[src/core/tl_link_pkg.sv]
// constants, register map and state types for the touch-to-light link block
package tl_link_pkg;

	// ------------------------------------------------------------
	// bus geometry
	// ------------------------------------------------------------
	localparam int          ADDR_W      = 10;
	localparam int          DATA_W      = 32;
	localparam int          REG_W       = 8;
	localparam int          NUM_CH      = 11;
	localparam int          NUM_LINK    = 10;
	localparam int          NUM_SENSE   = 7;
	localparam int          NUM_GPIO    = 8;

	// ------------------------------------------------------------
	// register indices; byte address is four times the index
	// ------------------------------------------------------------
	localparam logic [7:0]  IDX_LTRAN_A = 8'h77;
	localparam logic [7:0]  IDX_LTRAN_B = 8'h78;
	localparam logic [7:0]  IDX_MIR_A   = 8'h79;
	localparam logic [7:0]  IDX_MIR_B   = 8'h7a;
	localparam logic [7:0]  IDX_CFG     = 8'h7b;
	localparam logic [7:0]  IDX_LINK    = 8'h80;

	// ------------------------------------------------------------
	// writable bit masks and reset values
	// ------------------------------------------------------------
	localparam logic [7:0]  MASK_LTRAN_A = 8'h7f;
	localparam logic [7:0]  MASK_LTRAN_B = 8'h03;
	localparam logic [7:0]  MASK_MIR_A   = 8'hff;
	localparam logic [7:0]  MASK_MIR_B   = 8'h07;
	localparam logic [7:0]  MASK_CFG     = 8'h03;
	localparam logic [7:0]  MASK_LINK    = 8'hff;
	localparam logic [7:0]  RST_REG      = 8'h00;

	// ------------------------------------------------------------
	// field positions
	// ------------------------------------------------------------
	localparam int          CFG_INV_BIT    = 0;
	localparam int          CFG_BLOCK_BIT  = 1;
	localparam int          LINK_GROUP_BIT = 7;
	localparam int          CH_LED8        = 7;
	localparam int          CH_LED9        = 8;
	localparam int          CH_LED10       = 9;
	localparam int          CH_LED11       = 10;

	// ------------------------------------------------------------
	// state of the link block
	// ------------------------------------------------------------
	typedef struct packed {
		logic [REG_W-1:0]    ltranA;
		logic [REG_W-1:0]    ltranB;
		logic [REG_W-1:0]    mirA;
		logic [REG_W-1:0]    mirB;
		logic [REG_W-1:0]    cfg;
		logic [REG_W-1:0]    link;
		logic [NUM_LINK-1:0] holdMode;
		logic [NUM_LINK-1:0] linkPrev;
		logic                lastUp;
		logic [NUM_CH-1:0]   actuate;
		logic [NUM_LINK-1:0] autoEn;
		logic [REG_W-1:0]    rdata;
		logic                ready;
		logic                slvErr;
	} link_state_t;

	// word address of an apb byte address
	function automatic logic [7:0] wordIdx(input logic [ADDR_W-1:0] a);
		return a[ADDR_W-1:2];
	endfunction

endpackage

[src/core/tl_sync2.sv]
// two-stage synchroniser for detector levels arriving from outside the clock
`timescale 1ns/1ps
module tl_sync2 #(
	parameter int W = 1
) (
	// clock and reset
	input  wire logic         clk_sys,
	input  wire logic         nrst,
	input  wire logic         clkEn,
	// levels
	input  wire logic [W-1:0] asyncIn,
	output logic      [W-1:0] syncOut
);

	typedef struct packed {
		logic [W-1:0] s1;
		logic [W-1:0] s2;
	} sync_state_t;

	sync_state_t st_r;
	sync_state_t st_nxt;

	always_comb begin
		st_nxt    = st_r;
		st_nxt.s1 = asyncIn;
		st_nxt.s2 = st_r.s1;
	end

	always_ff @(posedge clk_sys or negedge nrst) begin
		if (!nrst) begin
			st_r <= '0;
		end else if (clkEn) begin
			st_r <= st_nxt;
		end
	end

	assign syncOut = st_r.s2;

endmodule

[src/core/touch_led_link_control.sv]
// touch sensor to light channel link, handover and duty mirror control
`timescale 1ns/1ps
module touch_led_link_control
	import tl_link_pkg::*;
(
	// clock and reset
	input  wire logic                clk_sys,
	input  wire logic                nrst,
	input  wire logic                clkEn,
	// apb slave
	input  wire logic                psel,
	input  wire logic                penable,
	input  wire logic                pwrite,
	input  wire logic [ADDR_W-1:0]   paddr,
	input  wire logic [DATA_W-1:0]   pwdata,
	output logic      [DATA_W-1:0]   prdata,
	output logic                     pready,
	output logic                     pslverr,
	// host side controls from the output and polarity registers
	input  wire logic [NUM_CH-1:0]   hostOutputBit,
	input  wire logic [NUM_CH-1:0]   polarityWrite,
	input  wire logic [NUM_CH-1:0]   outputPolarityBit,
	input  wire logic [NUM_GPIO-1:0] chanIsInput,
	// sensor detections
	input  wire logic [NUM_SENSE-1:0] sensorTouch,
	input  wire logic                groupUp,
	input  wire logic                groupDown,
	// towards the waveform drivers
	output logic      [NUM_CH-1:0]   actuate,
	output logic      [NUM_LINK-1:0] autoEnable,
	output logic      [NUM_CH-1:0]   dutyMirrorBit
);

	// ------------------------------------------------------------
	// detector synchronisation
	// ------------------------------------------------------------
	logic [NUM_SENSE+1:0] detSync;

	tl_sync2 #(
		.W       (NUM_SENSE + 2)
	) u_sync (
		.clk_sys (clk_sys),
		.nrst    (nrst),
		.clkEn   (clkEn),
		.asyncIn ({groupDown, groupUp, sensorTouch}),
		.syncOut (detSync)
	);

	// ------------------------------------------------------------
	// state
	// ------------------------------------------------------------
	link_state_t st_r;
	link_state_t st_nxt;

	// ------------------------------------------------------------
	// helpers
	// ------------------------------------------------------------
	function automatic logic isMapped(input logic [7:0] idx);
		return (idx == IDX_LTRAN_A) || (idx == IDX_LTRAN_B) || (idx == IDX_MIR_A) ||
			(idx == IDX_MIR_B) || (idx == IDX_CFG) || (idx == IDX_LINK);
	endfunction

	function automatic logic [REG_W-1:0] readReg(input link_state_t s, input logic [7:0] idx);
		case (idx)
			IDX_LTRAN_A: return s.ltranA & MASK_LTRAN_A;
			IDX_LTRAN_B: return s.ltranB & MASK_LTRAN_B;
			IDX_MIR_A:   return s.mirA & MASK_MIR_A;
			IDX_MIR_B:   return s.mirB & MASK_MIR_B;
			IDX_CFG:     return s.cfg & MASK_CFG;
			IDX_LINK:    return s.link & MASK_LINK;
			default:     return RST_REG;
		endcase
	endfunction

	// ------------------------------------------------------------
	// next state
	// ------------------------------------------------------------
	logic [7:0]          idx;
	logic                accessPh;
	logic                wrNow;
	logic [REG_W-1:0]    wByte;
	logic [NUM_CH-1:0]   mirNow;
	logic [NUM_LINK-1:0] ltran;
	logic [NUM_LINK-1:0] linkEff;
	logic [NUM_LINK-1:0] touch;
	logic [NUM_LINK-1:0] rise;
	logic [NUM_CH-1:0]   act;
	logic                invFlag;
	logic                blockFollow;
	logic                grpLinked;

	always_comb begin
		st_nxt   = st_r;
		idx      = wordIdx(paddr);
		accessPh = psel && penable;
		wrNow    = accessPh && st_r.ready && pwrite && isMapped(idx);
		wByte    = pwdata[REG_W-1:0];

		// apb: one wait state, then answer for one cycle
		st_nxt.ready = accessPh && !st_r.ready;
		if (accessPh && !st_r.ready) begin
			st_nxt.slvErr = !isMapped(idx);
			st_nxt.rdata  = pwrite ? RST_REG : readReg(st_r, idx);
		end else begin
			st_nxt.slvErr = 1'b0;
		end

		// register writes take effect at the completing edge
		if (wrNow) begin
			case (idx)
				IDX_LTRAN_A: st_nxt.ltranA = wByte & MASK_LTRAN_A;
				IDX_LTRAN_B: st_nxt.ltranB = wByte & MASK_LTRAN_B;
				IDX_MIR_A:   st_nxt.mirA = wByte & MASK_MIR_A;
				IDX_MIR_B:   st_nxt.mirB = wByte & MASK_MIR_B;
				IDX_CFG:     st_nxt.cfg = wByte & MASK_CFG;
				IDX_LINK:    st_nxt.link = wByte & MASK_LINK;
				default:     st_nxt.cfg = st_r.cfg;
			endcase
		end

		invFlag     = st_r.cfg[CFG_INV_BIT];
		blockFollow = st_r.cfg[CFG_BLOCK_BIT];

		// polarity writes copy into mirror bits unless the cfg block bit is set; hardware copy wins a same-cycle write
		mirNow = {st_nxt.mirB[NUM_CH-NUM_GPIO-1:0], st_nxt.mirA};
		if (!blockFollow) begin
			for (int i = 0; i < NUM_CH; i++) begin
				if (polarityWrite[i]) begin
					mirNow[i] = outputPolarityBit[i];
				end
			end
		end
		st_nxt.mirA = mirNow[NUM_GPIO-1:0];
		st_nxt.mirB = {{(REG_W-NUM_CH+NUM_GPIO){1'b0}}, mirNow[NUM_CH-1:NUM_GPIO]};

		// per-channel vectors, channel 8 has no sensor
		ltran = {st_r.ltranB[1:0], 1'b0, st_r.ltranA[NUM_SENSE-1:0]};
		grpLinked = st_r.link[LINK_GROUP_BIT];
		linkEff = '0;
		touch   = '0;
		for (int i = 0; i < NUM_SENSE; i++) begin
			linkEff[i] = st_r.link[i] && !chanIsInput[i];
			touch[i]   = detSync[i];
		end
		linkEff[CH_LED10] = grpLinked;
		linkEff[CH_LED9]  = grpLinked;
		touch[CH_LED10]   = detSync[NUM_SENSE];
		touch[CH_LED9]    = detSync[NUM_SENSE+1] && !detSync[NUM_SENSE];

		// last group direction picks the winner for exclusion
		if (detSync[NUM_SENSE]) begin
			st_nxt.lastUp = 1'b1;
		end else if (detSync[NUM_SENSE+1]) begin
			st_nxt.lastUp = 1'b0;
		end

		// handover when a link is made
		rise = linkEff & ~st_r.linkPrev;
		st_nxt.linkPrev = linkEff;
		for (int i = 0; i < NUM_LINK; i++) begin
			if (!linkEff[i]) begin
				st_nxt.holdMode[i] = 1'b0;
			end else if (rise[i] && hostOutputBit[i] && !touch[i]) begin
				st_nxt.holdMode[i] = ltran[i];
			end
		end

		// actuation per channel
		act = hostOutputBit;
		for (int i = 0; i < NUM_LINK; i++) begin
			if (linkEff[i]) begin
				if (st_nxt.holdMode[i]) begin
					act[i] = invFlag ? !touch[i] : 1'b1;
				end else begin
					act[i] = touch[i];
				end
			end
		end
		if (grpLinked && act[CH_LED9] && act[CH_LED10]) begin
			if (st_nxt.lastUp) begin
				act[CH_LED9] = 1'b0;
			end else begin
				act[CH_LED10] = 1'b0;
			end
		end
		act[CH_LED8]  = hostOutputBit[CH_LED8];
		act[CH_LED11] = hostOutputBit[CH_LED11];
		st_nxt.actuate = act;
		st_nxt.autoEn  = linkEff;
	end

	// ------------------------------------------------------------
	// registers
	// ------------------------------------------------------------
	always_ff @(posedge clk_sys or negedge nrst) begin
		if (!nrst) begin
			st_r <= '0;
		end else if (clkEn) begin
			st_r <= st_nxt;
		end
	end

	// ------------------------------------------------------------
	// outputs
	// ------------------------------------------------------------
	assign prdata        = {{(DATA_W-REG_W){1'b0}}, st_r.rdata};
	assign pready        = st_r.ready;
	assign pslverr       = st_r.slvErr;
	assign actuate       = st_r.actuate;
	assign autoEnable    = st_r.autoEn;
	assign dutyMirrorBit = {st_r.mirB[NUM_CH-NUM_GPIO-1:0], st_r.mirA};

endmodule

[config.mk]
export PLATFORM = sky130hd
export DESIGN_NAME = touch_led_link_control
export DESIGN_NICKNAME = d
export VERILOG_FILES = /design/src/core/tl_link_pkg.sv /design/src/core/tl_sync2.sv /design/src/core/touch_led_link_control.sv
export SDC_FILE = /design/constraint.sdc
export NUM_CORES = 1
export LEC_CHECK = 0
export BUFFER_PORTS_ARGS = -buffer_cell sky130_fd_sc_hd__buf_2
export CAP_MARGIN = 10
export CORE_ASPECT_RATIO = 0.6
export CORE_MARGIN = 3
export CORE_UTILIZATION = 26
export DETAILED_ROUTE_END_ITERATION = 12
export PLACE_DENSITY = 0.58
export SYNTH_ARGS = -nofsm -noshare
export SYNTH_HDL_FRONTEND = slang
export SYNTH_SLANG_ARGS = --single-unit
[constraint.sdc]
create_clock -name clk_sys -period 3.2 [get_ports clk_sys]
set_input_delay 0.48 -clock clk_sys [delete_from_list [all_inputs] [get_ports clk_sys]]
set_output_delay 0.48 -clock clk_sys [all_outputs]
set_load 0.005 [all_outputs]
==> flow_summary.rst, run 1 <==
.. list-table::
   :header-rows: 1

   * - Metric
     - Value
   * - Status
     - finished clean
   * - Post-CTS sizing
     - 0
   * - Setup repair bufs after CTS
     - 0
   * - Power density normalized to cell area
     - 476 nW/um^2
   * - Worst Setup Start Kind
     - input port
   * - Clk Latency, worst-skew pair
     - between 0.3 and 0.4 ns
   * - Mean instance size in the synthesized netlist
     - around 11 sq um
   * - Syn Inst Count
     - 462
   * - Initial Utilization
     - 26.8%
   * - Required time of the critical path
     - 3.47 ns
   * - Proportion of synthesized flip-flops having asynchronous set or reset
     - 100%
   * - Die area
     - 20600 sq um
   * - Slew at the pin closest to its max-slew limit
     - 0.810 ns
   * - Post-Route Setup TNS
     - 0 ns
   * - Hold-fix buffers, CTS
     - 1
   * - Final wirelength
     - 13.4 mm
   * - Final critical-path share of the clock period
     - 67.6%
   * - Static Leakage
     - ~2.7 nW
   * - Worst Path Max Fanout
     - 42
   * - Max-capacitance violation count
     - 0
   * - Proportion of netlist area held by the largest area contributor
     - 44.4%
   * - Category of the critical setup timing path
     - input port to flip-flop
   * - Number of unique standard cell types used by synthesis
     - 59
   * - TritonCTS clock tree
     - yes
   * - First-pass GRT wire length
     - 21.0 mm
   * - Overall die width
     - 183 microns
   * - CTS H-tree lvls
     - 3
   * - Buffer cell driving the clock tree root
     - clkbuf_16
   * - Max-Slew Margin vs Limit
     - 45.7%
   * - Capturing element type of the critical path
     - flip-flop
   * - Post-synthesis cell area
     - just under 5000 sq um
   * - Peak clock frequency supported by timing
     - 462 MHz
   * - WL/cell
     - roughly 17 microns
   * - Final critical delay including setup and external delays
     - 2.16 ns
   * - Top FF cell, synth
     - dfrtp_1
   * - Peak VDD IR
     - 0.230 mV
   * - Number of hold-slack violations in the final timing report
     - 0
   * - Net count of the finished layout
     - 631
   * - Register bit count reported by yosys
     - slightly below 90
   * - Number of buffers created by CTS
     - 9
   * - Cell types with the largest area share after synthesis
     - dfrtp_1, mux2_2, buf_4, nand2_1, o21ai_0
   * - Total DRC errors in the routed layout
     - 0
   * - Destination of the critical timing path
     - prdata[3]$_DFFE_PN0P_
   * - Number of setup violations in the final report
     - 0
   * - Clock transition at the registers of the reported paths
     - around 0.070 ns
   * - Global-route usage over all layers
     - about an eighth
   * - Synth area leader
     - dfrtp_1
   * - Number of placed I/O pins
     - between 150 and 200
   * - Cells after DPL
     - around 760
   * - Rows
     - 38
   * - Fraction of layout cells with a size suffix above 1
     - 36.4%
   * - Quantity of I/O buffers inserted on ports
     - 111
   * - Remaining antenna violation count
     - 0
   * - Number of global-route vias before repair
     - 3591
   * - Number of vias in the routed layout
     - 3680
   * - Number of flops mapped to enable cells by yosys
     - 0
   * - Chip Height
     - 112 microns
   * - Average vias per placed instance
     - 4.73
   * - DRT Pass-1 Iters
     - 5
   * - Sinks on the clock net
     - 87
   * - Class of the tightest hold or removal check
     - input port to flip-flop
   * - Count of filler cells inserted in the layout
     - around 1900
   * - Ant. Diodes
     - 0
   * - Setup repair after global routing missed its margin
     - false
   * - Number of standard cells in the final layout excluding fillers
     - 778
   * - Final max-slew violation count
     - 0
   * - Arrival time of the worst setup path
     - 2.43 ns
   * - Worst R2R Setup Slack
     - 1.30 ns
   * - CORE AREA
     - 18300 sq um
   * - Drt initial violations
     - 285
   * - Sequential share of the synthesized area
     - 44.4%
   * - Worst Setup SP
     - clkEn
   * - Final RePlAce weighted congestion
     - between 0.7 and 0.8
   * - R2r startpoint
     - pready$_DFFE_PN0P_
   * - Total number of yosys warnings
     - 0
   * - Clock Skew
     - 0.0105 ns
   * - Number of antenna violations at the first check in global routing
     - 1
   * - Layout overhead on the synthesized area
     - 15.8%
   * - Reg2Reg Capture Point
     - prdata[3]$_DFFE_PN0P_
   * - DPL Wire Length
     - between 9 and 10 mm
   * - Maximum number of pins on one net before global-route repair
     - 79
   * - Worst r2r path cells
     - 4
   * - Final global-route overflow total
     - 0
   * - Number of buffers on the longest clock path
     - 2
-- worst min path at each step --
stage | from | to | slack, ns | cells past startpoint
2_1_floorplan | nrst | actuate[0]$_DFFE_PN0P_ | 0.18 | 0
3_3_place_gp | nrst | actuate[7]$_DFFE_PN0P_ | 0.32 | 1
3_5_place_dp | nrst | actuate[7]$_DFFE_PN0P_ | 0.32 | 1
4_1_cts | sensorTouch[5] | u_sync.st_nxt[5]$_DFFE_PN0P_ | 0.35 | 2
5_1_grt | sensorTouch[5] | u_sync.st_nxt[5]$_DFFE_PN0P_ | 0.35 | 2
6_report | sensorTouch[5] | u_sync.st_nxt[5]$_DFFE_PN0P_ | 0.36 | 2
-- critical path, stage by stage --
cell and delay [ns]:
buf_2 0.12, buf_4 0.40, nand4b_1 0.65, nor2_1 0.35, o31ai_1 0.22, o21ai_0 0.21
-- sequential cells by signal, summed over array words and instances, names as in the netlist --
name,count
pready,1
blockFollow,1
ltran,9
autoEnable,8
prdata,8
invFlag,1
u_sync.st_nxt,9
grpLinked,1
dutyMirrorBit,11
st_r,17
u_sync.syncOut,9
actuate,11
pslverr,1
-- cells by family after synthesis --
logic type	count (synthesis)	share of synthesized area [%]
and+or+nand+nor	134	17.3
AOI/OAI and AO/OA	94	12.9
buffers and inverters	89	11.9
DFF	87	44.4
muxes	57	13.5
other	1	0.0764
-- cell usage in the layout, fill, tap and decap left out, types with 6 or more instances in the layout --
cell type    n
buf_2      110
dfrtp_1     87
mux2_2      51
nand2_1     39
o21ai_0     25
conb_1      25
a21oi_1     24
nor2_1      14
and4_1      11
nand2b_1    11
o2bb2ai_1   10
clkbuf_16    9
a311o_1      8
nor2b_1      8
inv_1        7
nand4_1      7
nor3b_1      7
nand3b_1     6
a31oi_1      6
-- synthesized netlist by cell type, types with 8 or more instances --
| cell | count |
|---|---|
| a21oi_1 | 24 |
| a311o_1 | 8 |
| and4_1 | 11 |
| buf_4 | 65 |
| clkbuf_1 | 9 |
| dfrtp_1 | 87 |
| mux2_2 | 51 |
| nand2_1 | 39 |
| nand2b_1 | 11 |
| nor2_1 | 14 |
| nor2b_1 | 8 |
| o21ai_0 | 25 |
| o2bb2ai_1 | 10 |
-- power by group --
| group | internal [W] | switching (W) |
|---|---|---|
| sequential | 0.00117 | 0.0000601 |
| combinational | 0.000156 | 0.000166 |
| clock | 0.000687 | 0.000467 |
-- metal layers --
metal | part of all wire, % | track usage, % | vias to the layer above | routed length (microns)
met1 | 51 | 20.3 | 1784 | 6870
met4 | 0.33 | 1.88 | 2 | 44
met3 | 7.4 | 4.47 | 10 | 991
met2 | 41 | 18.4 | 126 | 5520
li1 | - | - | 1758 | -
met5 | 0.097 | 0 | - | 13
-- stage by stage --
step | hold slack [ns] | area (sq um) | total power [W] | worst slack (ns) | utilization, %
after floorplan | 0.184 | 5000 | 0.00148 | 1.43 | -
after global placement | 0.321 | 5350 | 0.00157 | 0.705 | 29.2
after detailed placement | 0.321 | 5350 | 0.00158 | 0.662 | 29.2
after CTS | 0.345 | 5680 | 0.00275 | 1.02 | 31.0
after global routing | 0.352 | 5680 | 0.00285 | 0.823 | 31.0
final | 0.362 | 5680 | 0.00271 | 1.04 | 31.0
-- cell type report --
| type | instances | area, sq um | share of cell area [%] |
|---|---|---|---|
| multi-input combinational | 310 | 2240 | 39.4 |
| sequential | 87 | 2180 | 38.3 |
| timing repair buffer | 117 | 618 | 10.9 |
| tap | 240 | 300 | 5.29 |
| clock buffer | 9 | 225 | 3.96 |
| clock inverter | 7 | 95.1 | 1.67 |
| inverter | 8 | 30.0 | 0.529 |
No activity file was read; power rests on OpenSTA's default activity.
==> run 2: changes to the inputs <==
Settings changed: PLACE_DENSITY 0.58 to 0.59.
Clock period 3.2 ns to 1.9 ns, I/O delays scaled along.
==> run 2 against run 1 <==
Compared with the run above: worst setup slack lost 0.87 ns; final area increased by 2.5%; first-iteration DRC count shrank 5.6%; clock power increased by 48%; sequential power rose by 69%; die area stayed put; hold slack worse by 0.18 ns; sequential share of layout area shrank 0.94 points; register-to-register slack worse by 1.1 ns; critical path depth fell by 2; critical endpoint is now ltran[5]$_DFFE_PN0P_; largest cell class unchanged.
==> flow_summary.rst, run 2 (synthesized netlist as in run 1, its figures left out) <==
.. list-table::
   :header-rows: 1

   * - Metric
     - Value
   * - Status
     - finished clean
   * - Peak clock frequency supported by timing
     - 578 MHz
   * - Number of buffers on the longest clock path
     - 2 (unchanged)
   * - CORE AREA
     - 18300 sq um (unchanged)
   * - Met3 Use GR
     - 3.92% (-0.55 points)
   * - Category of the critical setup timing path
     - flip-flop to flip-flop
   * - Maximum number of pins on one net before global-route repair
     - 40 (-49%)
   * - Overall die width
     - 183 microns (unchanged)
   * - DPL Wire Length
     - 10.5 mm (+5.7%)
   * - Total DRC errors in the routed layout
     - 0 (unchanged)
   * - Chip Height
     - 112 microns (unchanged)
   * - Drt initial violations
     - 269 (-5.6%)
   * - Flip-flop count of the largest register, all copies and words added
     - 17 (unchanged)
   * - Final global-route overflow total
     - 0 (unchanged)
   * - Ant. Diodes
     - 0 (unchanged)
   * - Arrival time of the worst setup path
     - 1.95 ns (-0.48 ns)
   * - Quantity of I/O buffers inserted on ports
     - 111 (unchanged)
   * - Top reg by flops
     - st_r
   * - Most used routing layer
     - met1
   * - Max-capacitance violation count
     - 0 (unchanged)
   * - Setup repair after global routing missed its margin
     - false
   * - Final wirelength
     - 13.5 mm (+0.66%)
   * - Number of placed I/O pins
     - 164 (unchanged)
   * - Number of hold-slack violations in the final timing report
     - 0 (unchanged)
   * - Capturing element type of the critical path
     - flip-flop
   * - Worst r2r path cells
     - 4 (unchanged)
   * - Number of antenna violations at the first check in global routing
     - 2 (+1)
   * - Global-route track usage on met2
     - 17.3% (-1.0 points)
   * - Number of setup violations in the final report
     - 0 (unchanged)
   * - First-pass GRT wire length
     - 21.1 mm (+0.46%)
   * - Buffer cell driving the clock tree root
     - clkbuf_16
   * - CTS H-tree lvls
     - 3 (unchanged)
   * - Hold-fix buffers, CTS
     - 1 (unchanged)
   * - Final critical-path share of the clock period
     - a little over 90%
   * - Fraction of layout cells with a size suffix above 1
     - 38.8% (+2.4 points)
   * - Worst Setup Start Kind
     - flip-flop
   * - TritonCTS clock tree
     - yes
   * - WL/cell
     - 16.9 microns (-2.0%)
   * - Rows
     - 38 (unchanged)
   * - Clock Skew
     - 0.00951 ns (-0.000987 ns)
   * - Power density normalized to cell area
     - 745 nW/um^2 (+56%)
   * - Number of vias in the routed layout
     - 3753 (+2.0%)
   * - DRT Pass-1 Iters
     - 4 (-1)
   * - Number of global-route vias before repair
     - 3620 (+0.81%)
   * - Met1 layer usage reported by global route
     - 21.5% (+1.2 points)
   * - Leading cell type in the layout, fill and taps excluded
     - buf_2
   * - Worst Path Max Fanout
     - 7 (-83%)
   * - Power after layout
     - 0.00434 W (+60%)
   * - Clock transition at the registers of the reported paths
     - 0.07 ns (about the same)
   * - Count of filler cells inserted in the layout
     - 1918 (+2.0%)
   * - Static Leakage
     - 2.76 nW (+3.8%)
   * - Number of buffers created by CTS
     - 9 (unchanged)
   * - Required time of the critical path
     - 2.12 ns (-1.35 ns)
   * - Post-Route Setup TNS
     - 0 ns (unchanged)
   * - Final critical delay including setup and external delays
     - ~1.7 ns
   * - Peak VDD IR
     - 0.390 mV (+70%)
   * - Net count of the finished layout
     - 652 (+3.3%)
   * - Setup repair bufs after CTS
     - 0 (unchanged)
   * - Peak per-stage delay on the critical path
     - 0.40 ns (-0.25 ns)
   * - Post-CTS sizing
     - 0 (unchanged)
   * - Final RePlAce weighted congestion
     - 0.799 (+6.4%)
   * - Class of the tightest hold or removal check
     - input port to flip-flop
   * - Average vias per placed instance
     - 4.70 (-0.70%)
   * - Clk Latency, worst-skew pair
     - 0.33 ns (-0.02 ns)
   * - Slowest cell on the critical path
     - dfrtp_1
   * - Worst Hold Depth
     - 2 (unchanged)
   * - Sinks on the clock net
     - 87 (unchanged)
   * - Initial Utilization
     - 26.8% (unchanged)
   * - Die area
     - 20600 sq um (unchanged)
   * - Remaining antenna violation count
     - 0 (unchanged)
   * - Cell breakdown of the critical path
     - and2_1 > and4_1 > nand2_1 > mux2_2
   * - Final design utilization
     - 31.8% (+0.78 points)
   * - Layout overhead on the synthesized area
     - 18.7%
   * - Most frequent cells in the layout
     - buf_2, dfrtp_1, mux2_2
   * - Global-route usage over all layers
     - 13.2% (-0.039 points)
   * - Final max-slew violation count
     - 0 (unchanged)
[run 2: changes by cell type in the layout (fill, tap and decap cells not counted), sizes merged]
cell | previous run | this run
buf | 116 | 137
bufinv | 2 | 0
clkbuf | 9 | 10
clkinv | 3 | 4
clkinvlp | 1 | 0
inv | 9 | 10
[run 2: final timing paths]
check / start / end / slack (ns)
max: pready$_DFFE_PN0P_ / ltran[5]$_DFFE_PN0P_ / 0.17
min: groupUp / u_sync.st_nxt[7]$_DFFE_PN0P_ / 0.18
max reg2reg: pready$_DFFE_PN0P_ / ltran[5]$_DFFE_PN0P_ / 0.17
min reg2reg: st_r[48]$_DFFE_PN0P_ / st_r[48]$_DFFE_PN0P_ / 0.49
max in group asynchronous: nrst / u_sync.syncOut[2]$_DFFE_PN0P_ / 0.85
min in group asynchronous: nrst / prdata[4]$_DFFE_PN0P_ / 0.45
[run 2: routing by layer]
layer	up-vias	wire length (microns)
li1	1790	-
met1	1826	7480
met2	118	5100
met3	15	862
met4	4	51
met5	-	27
[run 2: report_power, final]
group	leakage (nW)	internal (W)	switching, W	total [W]
clock	0.143	0.000931	0.000772	0.00170
combinational	1.50	0.000275	0.000286	0.000562
sequential	1.11	0.00197	0.000105	0.00208
total	2.76	0.00318	0.00116	0.00434
[run 2: worst max-delay path, delay by kind of cell, from the launching register on]
family,cells,cell delay [ns]
flops,1,0.40
mux,1,0.35
simple gates,3,0.86
[run 2: area by class of cell]
cell class,count,area (sq um),area share [%]
inverters,8,30.0,0.516
clock buffers,10,239,4.10
well taps,240,300,5.16
flip-flops and latches,87,2180,37.4
repair buffers,138,801,13.7
multi-input cells,310,2240,38.4
clock inverters,6,41.3,0.709
[run 2: stage by stage]
| stage | setup slack [ns] | hold slack [ns] | instance area [sq um] | cells |
|---|---|---|---|---|
| floorplan | 0.311 | -0.0106 | 5000 | 486 |
| global placement | 0.0484 | 0.282 | 5530 | 782 |
| detailed placement | 0.0589 | 0.289 | 5530 | 782 |
| CTS | 0.158 | 0.164 | 5820 | 799 |
| global route | 0.0709 | 0.167 | 5820 | 799 |
| finish | 0.169 | 0.178 | 5820 | 799 |
